## src/pkg/wdog_pkg.sv

```systemverilog
/*
  Constants shared by the keyed watchdog: register indices, field positions,
  reset values, key bytes and timing figures.
  Assumes a 25 MHz system clock and an Avalon-MM slave with byte addresses.
*/
// Operation
// - Watchdog is a 16-bit counter ticking from a separate 250 kHz time base.
// - Counter overflow while enabled requests a processor reset.
// - Control is writable only after key bytes 0x1E then 0xE1.
// - Key bytes 0xE1 then 0x1E make the control register read-only again.
// - Control bit 7 enables the watchdog; zero keeps it stopped.
// - Enabled counter advances on every time-base tick; the timeout select sets its top count.
// - Writing one to control bit 5 zeroes the counter and restarts it.
// - Control bits 2:0 pick timeouts doubling from 2.05 ms up to 262.14 ms.
// - Overflow sets the reset flag in system control bit 7 and clears enable.
package wdog_pkg;

  // ----------------------------------------------------------------
  // Register indices (byte address is four times the index)
  // ----------------------------------------------------------------
  localparam logic [7:0] IDX_UNLOCK_KEY = 8'h97;
  localparam logic [7:0] IDX_CONTROL = 8'h9F;
  localparam logic [7:0] IDX_SYS_CONTROL = 8'hA0;
  localparam logic [7:0] IDX_IRQ_STATUS = 8'hA1;
  localparam logic [7:0] IDX_IRQ_MASK = 8'hA2;
  localparam int ADDR_W = 10;

  // ----------------------------------------------------------------
  // Field positions and reset values
  // ----------------------------------------------------------------
  localparam int CTL_ENABLE_BIT = 7;
  localparam int CTL_CLEAR_BIT = 5;
  localparam int CTL_SEL_LSB = 0;
  localparam int SEL_W = 3;
  localparam int SYS_RESET_FLAG_BIT = 7;
  localparam logic [2:0] CTL_SEL_RESET = 3'h0;
  localparam logic CTL_ENABLE_RESET = 1'b0;

  // Interrupt status / mask layout
  localparam int IRQ_W = 3;
  localparam int IRQ_OVERFLOW_BIT = 0;
  localparam int IRQ_KEY_ERROR_BIT = 1;
  localparam int IRQ_LOCKED_WRITE_BIT = 2;
  localparam logic [2:0] IRQ_MASK_RESET = 3'h0;

  // ----------------------------------------------------------------
  // Key bytes
  // ----------------------------------------------------------------
  localparam logic [7:0] KEY_BYTE_A = 8'h1E;
  localparam logic [7:0] KEY_BYTE_B = 8'hE1;

  // ----------------------------------------------------------------
  // Timing
  // ----------------------------------------------------------------
  localparam int CLK_FREQ_HZ = 25000000;
  localparam int OSC_FREQ_HZ = 250000;
  localparam int OSC_DIV = CLK_FREQ_HZ / OSC_FREQ_HZ;
  localparam int CNT_W = 16;
  // Shortest timeout spans 2^9 time-base ticks (about 2.05 ms)
  localparam int SEL_BASE_LOG2 = 9;

  // ----------------------------------------------------------------
  // Key sequence detector states
  // ----------------------------------------------------------------
  typedef enum logic [1:0] {
    KEY_IDLE,
    KEY_SEEN_A,
    KEY_SEEN_B
  } key_state_type;

endpackage

```

## src/logic/keyed_watchdog_timer.sv

```systemverilog
/*
  Keyed watchdog: 16-bit counter on a slow time base, control register
  guarded by a two-byte key sequence, reset-cause flag and event interrupt.
  Assumes an Avalon-MM master with byte addresses and a single system clock.
*/
`timescale 1ns/1ps
module keyed_watchdog_timer #(
  parameter int OSC_DIV = wdog_pkg::OSC_DIV
) (
  input wire logic clk_sys,
  input wire logic arst_n,
  input wire logic [wdog_pkg::ADDR_W-1:0] address,
  input wire logic read,
  input wire logic write,
  input wire logic [31:0] writedata,
  input wire logic [3:0] byteenable,
  output logic [31:0] readdata,
  output logic waitrequest,
  output logic cpu_reset_req,
  output logic irq
);

  // ----------------------------------------------------------------
  // Reset release
  // ----------------------------------------------------------------
  logic rst_meta_r;
  logic rst_n;

  // Assert at once, release two edges later
  always_ff @(posedge clk_sys or negedge arst_n) begin
    if (!arst_n) begin
      rst_meta_r <= 1'b0;
      rst_n <= 1'b0;
    end else begin
      rst_meta_r <= 1'b1;
      rst_n <= rst_meta_r;
    end
  end

  // ----------------------------------------------------------------
  // Bus slave
  // ----------------------------------------------------------------
  logic ack_r;
  logic wr_acc;
  logic [7:0] wbyte;
  logic hit_key;
  logic hit_ctl;
  logic hit_sys;
  logic hit_sts;
  logic hit_msk;

  // One wait state on every access; writes land on the releasing edge
  always_ff @(posedge clk_sys or negedge rst_n) begin
    if (!rst_n) begin
      ack_r <= 1'b0;
    end else begin
      ack_r <= (read | write) & ~ack_r;
    end
  end

  assign waitrequest = (read | write) & ~ack_r;
  assign wr_acc = write & ack_r & byteenable[0];
  assign wbyte = writedata[7:0];

  // Address decode
  always_comb begin
    hit_key = 1'b0;
    hit_ctl = 1'b0;
    hit_sys = 1'b0;
    hit_sts = 1'b0;
    hit_msk = 1'b0;
    if (address == {wdog_pkg::IDX_UNLOCK_KEY, 2'b00}) begin
      hit_key = 1'b1;
    end else if (address == {wdog_pkg::IDX_CONTROL, 2'b00}) begin
      hit_ctl = 1'b1;
    end else if (address == {wdog_pkg::IDX_SYS_CONTROL, 2'b00}) begin
      hit_sys = 1'b1;
    end else if (address == {wdog_pkg::IDX_IRQ_STATUS, 2'b00}) begin
      hit_sts = 1'b1;
    end else if (address == {wdog_pkg::IDX_IRQ_MASK, 2'b00}) begin
      hit_msk = 1'b1;
    end
  end

  // ----------------------------------------------------------------
  // Key sequence detector
  // ----------------------------------------------------------------
  wdog_pkg::key_state_type key_state_r;
  logic unlocked_r;
  logic key_wr;
  logic key_err;

  assign key_wr = wr_acc & hit_key;
  // A byte written mid-pair that does not complete it, a restarting first byte included
  assign key_err = key_wr && (key_state_r != wdog_pkg::KEY_IDLE)
    && !((key_state_r == wdog_pkg::KEY_SEEN_A) && (wbyte == wdog_pkg::KEY_BYTE_B))
    && !((key_state_r == wdog_pkg::KEY_SEEN_B) && (wbyte == wdog_pkg::KEY_BYTE_A));

  // Only key-register writes advance or break a pair
  always_ff @(posedge clk_sys or negedge rst_n) begin
    if (!rst_n) begin
      key_state_r <= wdog_pkg::KEY_IDLE;
      unlocked_r <= 1'b0;
    end else if (key_wr) begin
      case (key_state_r)
        wdog_pkg::KEY_SEEN_A: begin
          if (wbyte == wdog_pkg::KEY_BYTE_B) begin
            unlocked_r <= 1'b1;
            key_state_r <= wdog_pkg::KEY_IDLE;
          end else begin
            key_state_r <= wdog_pkg::KEY_SEEN_A;
          end
        end
        wdog_pkg::KEY_SEEN_B: begin
          if (wbyte == wdog_pkg::KEY_BYTE_A) begin
            unlocked_r <= 1'b0;
            key_state_r <= wdog_pkg::KEY_IDLE;
          end else if (wbyte == wdog_pkg::KEY_BYTE_B) begin
            key_state_r <= wdog_pkg::KEY_SEEN_B;
          end else begin
            key_state_r <= wdog_pkg::KEY_IDLE;
          end
        end
        default: begin
          if (wbyte == wdog_pkg::KEY_BYTE_A) begin
            key_state_r <= wdog_pkg::KEY_SEEN_A;
          end else if (wbyte == wdog_pkg::KEY_BYTE_B) begin
            key_state_r <= wdog_pkg::KEY_SEEN_B;
          end else begin
            key_state_r <= wdog_pkg::KEY_IDLE;
          end
        end
      endcase
      // In SEEN_A any byte other than B falls to idle or restarts on A
      if ((key_state_r == wdog_pkg::KEY_SEEN_A) && (wbyte != wdog_pkg::KEY_BYTE_B)
          && (wbyte != wdog_pkg::KEY_BYTE_A)) begin
        key_state_r <= wdog_pkg::KEY_IDLE;
      end
    end
  end

  // ----------------------------------------------------------------
  // Control register and counter
  // ----------------------------------------------------------------
  logic enable_r;
  logic [wdog_pkg::SEL_W-1:0] sel_r;
  logic [wdog_pkg::CNT_W-1:0] cnt_r;
  logic [wdog_pkg::CNT_W-1:0] cnt_top;
  logic ctl_wr;
  logic locked_wr;
  logic clr_req;
  logic tick;
  logic ovf;

  assign ctl_wr = wr_acc & hit_ctl & unlocked_r;
  assign locked_wr = wr_acc & hit_ctl & ~unlocked_r;
  assign clr_req = ctl_wr & wbyte[wdog_pkg::CTL_CLEAR_BIT];
  // Terminal count 2^(9+sel)-1, so each select step doubles the timeout
  assign cnt_top = wdog_pkg::CNT_W'((32'h1 << (wdog_pkg::SEL_BASE_LOG2 + 32'(sel_r))) - 32'h1);
  assign ovf = enable_r & tick & (cnt_r == cnt_top);

  osc_tick_gen #(
    .DIV(OSC_DIV)
  ) u_tick (
    .clk_sys(clk_sys),
    .rst_n(rst_n),
    .tick(tick)
  );

  // Enable and select; overflow beats a same-cycle software write
  always_ff @(posedge clk_sys or negedge rst_n) begin
    if (!rst_n) begin
      enable_r <= wdog_pkg::CTL_ENABLE_RESET;
      sel_r <= wdog_pkg::CTL_SEL_RESET;
    end else if (ovf) begin
      enable_r <= 1'b0;
    end else if (ctl_wr) begin
      enable_r <= wbyte[wdog_pkg::CTL_ENABLE_BIT];
      sel_r <= wbyte[wdog_pkg::CTL_SEL_LSB +: wdog_pkg::SEL_W];
    end
  end

  // Counter advances once per time-base tick while enabled
  always_ff @(posedge clk_sys or negedge rst_n) begin
    if (!rst_n) begin
      cnt_r <= '0;
    end else if (clr_req || ovf) begin
      cnt_r <= '0;
    end else if (enable_r && tick) begin
      cnt_r <= cnt_r + 1'b1;
    end
  end

  // Reset request pulse; the processor reset does not touch this block
  always_ff @(posedge clk_sys or negedge rst_n) begin
    if (!rst_n) begin
      cpu_reset_req <= 1'b0;
    end else begin
      cpu_reset_req <= ovf;
    end
  end

  // ----------------------------------------------------------------
  // Reset-cause flag and interrupt
  // ----------------------------------------------------------------
  logic reset_flag_r;
  logic [wdog_pkg::IRQ_W-1:0] sts_r;
  logic [wdog_pkg::IRQ_W-1:0] msk_r;
  logic [wdog_pkg::IRQ_W-1:0] evt;

  assign evt = {locked_wr, key_err, ovf};

  // Flag survives the processor reset; set wins over write-one clear
  always_ff @(posedge clk_sys or negedge rst_n) begin
    if (!rst_n) begin
      reset_flag_r <= 1'b0;
    end else if (ovf) begin
      reset_flag_r <= 1'b1;
    end else if (wr_acc && hit_sys && wbyte[wdog_pkg::SYS_RESET_FLAG_BIT]) begin
      reset_flag_r <= 1'b0;
    end
  end

  // Sticky event bits
  always_ff @(posedge clk_sys or negedge rst_n) begin
    if (!rst_n) begin
      sts_r <= '0;
    end else if (wr_acc && hit_sts) begin
      sts_r <= (sts_r & ~wbyte[wdog_pkg::IRQ_W-1:0]) | evt;
    end else begin
      sts_r <= sts_r | evt;
    end
  end

  // Mask register
  always_ff @(posedge clk_sys or negedge rst_n) begin
    if (!rst_n) begin
      msk_r <= wdog_pkg::IRQ_MASK_RESET;
    end else if (wr_acc && hit_msk) begin
      msk_r <= wbyte[wdog_pkg::IRQ_W-1:0];
    end
  end

  assign irq = |(sts_r & msk_r);

  // ----------------------------------------------------------------
  // Read data
  // ----------------------------------------------------------------
  // Captured on the wait cycle so data stand at the releasing edge
  always_ff @(posedge clk_sys or negedge rst_n) begin
    if (!rst_n) begin
      readdata <= '0;
    end else if (read && !ack_r) begin
      readdata <= '0;
      if (hit_ctl) begin
        // Clear bit always reads zero; readable when locked too
        readdata[wdog_pkg::CTL_ENABLE_BIT] <= enable_r;
        readdata[wdog_pkg::CTL_SEL_LSB +: wdog_pkg::SEL_W] <= sel_r;
      end else if (hit_sys) begin
        readdata[wdog_pkg::SYS_RESET_FLAG_BIT] <= reset_flag_r;
      end else if (hit_sts) begin
        readdata[wdog_pkg::IRQ_W-1:0] <= sts_r;
      end else if (hit_msk) begin
        readdata[wdog_pkg::IRQ_W-1:0] <= msk_r;
      end
    end
  end
endmodule

```

## src/logic/osc_tick_gen.sv

```systemverilog
/*
  Time base for the watchdog: a one-cycle enable pulse at the rate of the
  independent low-speed oscillator, derived from the system clock.
  Assumes an asynchronous active-low reset already released cleanly.
*/
`timescale 1ns/1ps
module osc_tick_gen #(
  parameter int DIV = 100
) (
  input wire logic clk_sys,
  input wire logic rst_n,
  output logic tick
);

  localparam int CW = $clog2(DIV);
  localparam logic [CW-1:0] LAST = CW'(DIV - 1);

  logic [CW-1:0] div_r;

  // ----------------------------------------------------------------
  // Divider
  // ----------------------------------------------------------------
  // Free running: kept independent of the watchdog enable on purpose
  always_ff @(posedge clk_sys or negedge rst_n) begin
    if (!rst_n) begin
      div_r <= '0;
      tick <= 1'b0;
    end else begin
      tick <= (div_r == LAST);
      if (div_r == LAST) begin
        div_r <= '0;
      end else begin
        div_r <= div_r + 1'b1;
      end
    end
  end

endmodule

```

## config.mk

```make
export PLATFORM = sky130hd
export DESIGN_NAME = keyed_watchdog_timer
export DESIGN_NICKNAME = d
export VERILOG_FILES = /design/src/pkg/wdog_pkg.sv /design/src/logic/keyed_watchdog_timer.sv /design/src/logic/osc_tick_gen.sv
export SDC_FILE = /design/constraint.sdc
export NUM_CORES = 1
export LEC_CHECK = 0
export ABC_AREA = 1
export BUFFER_PORTS_ARGS = -buffer_cell sky130_fd_sc_hd__buf_2
export CORE_ASPECT_RATIO = 1.2
export CORE_MARGIN = 2
export CORE_UTILIZATION = 40
export DETAILED_ROUTE_END_ITERATION = 10
export PLACE_DENSITY = 0.58
export SLEW_MARGIN = 10
export SYNTH_ARGS = -nofsm -noshare
export SYNTH_HDL_FRONTEND = slang
export SYNTH_HIERARCHICAL = 1
export SYNTH_SLANG_ARGS = --single-unit
```

## constraint.sdc

```tcl
create_clock -name clk_sys -period 1.6 [get_ports clk_sys]
set_input_delay 0 -clock clk_sys [delete_from_list [all_inputs] [get_ports clk_sys]]
set_output_delay 0 -clock clk_sys [all_outputs]
set_load 0.01 [all_outputs]
```

==> summary.md <==
| Metric | Value |
|---|---|
| RSZ-0062 raised after global routing | `true` |
| Post-DR wirelength/cell | `13.3 um` |
| Placed Cells | `726` |
| Yosys top cell by area | `dfrtp_1` |
| LEAKAGE | `2.48 nW` |
| Post-synth top flop | `dfrtp_1` |
| Mux share of post-synthesis cell area | `0%` |
| CP endpoint kind | `register` |
| Initial Util | `41.4%` |
| GRT Util Overall | `21.0%` |
| Clock slew at reported path FFs | `0.09 ns` |
| Largest family of logic cells by synthesized area | `simple AND/OR/NAND/NOR gates` |
| Layout Utilization | `52.9%` |
| Simple-gate portion of the synthesized area | `41.6%` |
| Via density | `4.98` |
| DR iter-0 viols | `303` |
| Nets@finish | `687` |
| CTS buffer count | `5` |
| Gr ovfl total | `0` |
| Crit path kind | `register to register` |
| Hold Fails Final Rpt | `0` |
| Die Width | `90.4 um` |
| Async S/R FF share, synth | `100%` |
| Drt drc | `0` |
| Vias in the first global route | `3,484` |
| Adder and majority cell fraction of the synthesized area | `2.44%` |
| H-tree depth | `2` |
| Cell area after synthesis | `3580 um^2` |
| Initial antenna violation count | `0` |
| Ports | `85` |
| Most frequent cells in the layout | `nand2_1 (120), buf_4 (73), inv_1 (65)` |
| Layout cells sized above 1 | `26.1%` |
| Max-slew violations | `0` |
| Hold Crit Class | `primary input to register` |
| Post-DP Area | `4300 um^2` |
| Final Cell Area | `4580 um^2` |
| Skew final | `0.00994 ns` |
| Final worst path period share | `155%` |
| Failing checks | `setup timing` |
| Yosys reg bits | `46` |
| Status | `finished with violations` |
| Antenna Diode Count | `0` |
| Core area | `8660 um^2` |
| First-pass GRT wire length | `16.5 mm` |
| Num rows | `37` |
| Final setup violating endpoints | `23` |
| Setup ws final | `-0.873 ns` |
| Compound-Gate Fraction of Synth Area | `5.06%` |
| Clock buffer depth | `2` |
| Clk root buf | `clkbuf_8` |
| Cells after Synth | `518` |
| Post-synth EDFFs | `0` |
| HPWL reported at the end of detailed placement | `7.63 mm` |
| Max Fclk | `0.404 GHz` |
| Worst endpoint required time | `1.79 ns` |
| Number of I/O port buffers | `29` |
| Syn_area_per_cell | `6.92 um^2` |
| Maximum VDD drop | `0.515 mV` |
| Startpoint Class | `register` |
| Crit path max fanout | `5` |
| Power per cell area | `466 nW/um^2` |
| Largest cells by area after synthesis | `dfrtp_1 (32%), nand2_1 (13%), nand3_1 (7.0%)` |
| Routed via count | `3,726` |
| Commonest non-fill, non-tap cell in the layout | `nand2_1` |
| Maxcap violations | `0` |
| CTS Sinks | `46` |
| Die Ht | `108 um` |
| Critical Path AT | `2.66 ns` |
| Total power | `2.14 mW` |
| Post-Route WL | `9.98 mm` |
| Post-route ant nets | `0` |
| Worst-Skew Late Latency | `0.30 ns` |
| Die area | `9740 um^2` |
| Placer Congestion | `0.920` |
| Min Clock Period, post-route | `2.47 ns` |
| Area growth from synthesis to layout | `27.7%` |
| Non-Filler Instances | `748` |
| Seq/Total Area, Yosys | `32.1%` |
| DRT Pass-1 Iters | `7` |
| Xor and xnor area share after synthesis | `3.66%` |
| Setup TNS | `-18.77 ns` |
| Synth warn | `6` |
| CTS tree | `done` |
| Count of cell types in the netlist | `37` |
| Synth top area share | `32.1%` |
| Largest net degree at the start of global routing | `31` |
## synth_stat cells (all sizes together) (2+ instances only)
| library cell | instances |
|---|---|
| nor4 | 7 |
| o221ai | 2 |
| inv | 73 |
| nand3 | 56 |
| nand4 | 38 |
| clkbuf | 2 |
| nor2 | 62 |
| conb | 2 |
| nand2 | 129 |
| buf | 34 |
| dfrtp | 46 |
| nor3 | 13 |
| xor2 | 14 |
| nand3b | 3 |
| o21ai | 14 |
| a21oi | 9 |
| ha | 7 |
## sequential cells by signal, indices dropped and copies added, names as in the netlist, 2 cells and up
name and count:
cnt_r 16, u_tick/div_r 7, readdata 4, msk_r 3
sel_r 3, sts_r 3, key_state_r 2
## cell families after synthesis
| logic type | after synthesis |
|---|---|
| simple gates | 309 |
| flops | 46 |
| buf+inv | 109 |
| compound gates | 30 |
| other cells | 2 |
| xor+xnor | 15 |
| fa+ha+maj | 7 |
## power by group
| part | internal [mW] | switching [mW] | total [mW] |
|---|---|---|---|
| Combinational | 0.0794 | 0.130 | 0.210 |
| Clock | 0.349 | 0.384 | 0.733 |
| Sequential | 1.18 | 0.0159 | 1.19 |
| Total | 1.61 | 0.530 | 2.14 |
## final timing paths
| path | startpoint | end | slack (ns) | cells after the start |
|---|---|---|---|---|
| worst max-delay path | sel_r[0] | cnt_r[1] | -0.87 | 15 |
| min in group asynchronous | rst_n | cnt_r[6] | 0.18 | 0 |
| worst min register to register | rst_n | cnt_r[6] | 0.18 | 0 |
| max in group asynchronous | rst_n | sel_r[0] | 0.92 | 1 |
| worst min-delay path | writedata[0] | msk_r[0] | 0.06 | 3 |
| worst max register to register | sel_r[0] | cnt_r[1] | -0.87 | 15 |
## layer usage
layer / global-route usage (%) / up-vias / wire length [um]
li1: - / 1868 / -
met1: 26.4 / 1717 / 4270
met2: 38.4 / 124 / 5080
met3: 2.03 / 17 / 424
met4: 6.15 / 0 / 201
met5: 0 / - / 0
## per-stage QoR
step	hold WS (ns)	setup WS [ns]
global placement	-0.214	-0.883
global route	0.0697	-1.03
finish	0.0620	-0.873
floorplan	-0.296	-0.521
CTS	0.0446	-0.840
detailed placement	-0.210	-0.930
## area by class of cell
| type | count | area, um^2 |
|---|---|---|
| fill | 878 | 4080 |
| tap | 117 | 146 |
| clock inverter | 1 | 5.00 |
| multi-input combinational | 394 | 2130 |
| timing repair buffer | 110 | 779 |
| sequential | 46 | 1150 |
| inverter | 73 | 279 |
| clock buffer | 7 | 86.3 |
## worst max-delay path: stages, from the launching register on
cell	delay, ns
dfrtp_2	0.45
nand2_8	0.09
inv_6	0.03
ha_4	0.21
nor2_4	0.11
nand2_2	0.08
ha_4	0.16
inv_1	0.08
o21bai_2	0.16
nand2_1	0.09
nand3_1	0.12
nand3_2	0.13
nor2_4	0.29
nand2_4	0.14
nand2_1	0.16
a21oi_1	0.07
## what timing repair did
action | 4_1_cts | 5_1_grt
setup buffers | 4 | 2
setup endpoints to repair | 23 | 24
gates resized for setup | 11 | 8
pin swaps | 17 | 5
hold buffers | 5 | 0
cloned | 3 | 1
hold endpoints to repair | 4 | 0
Power figures use the tool's default switching activity.
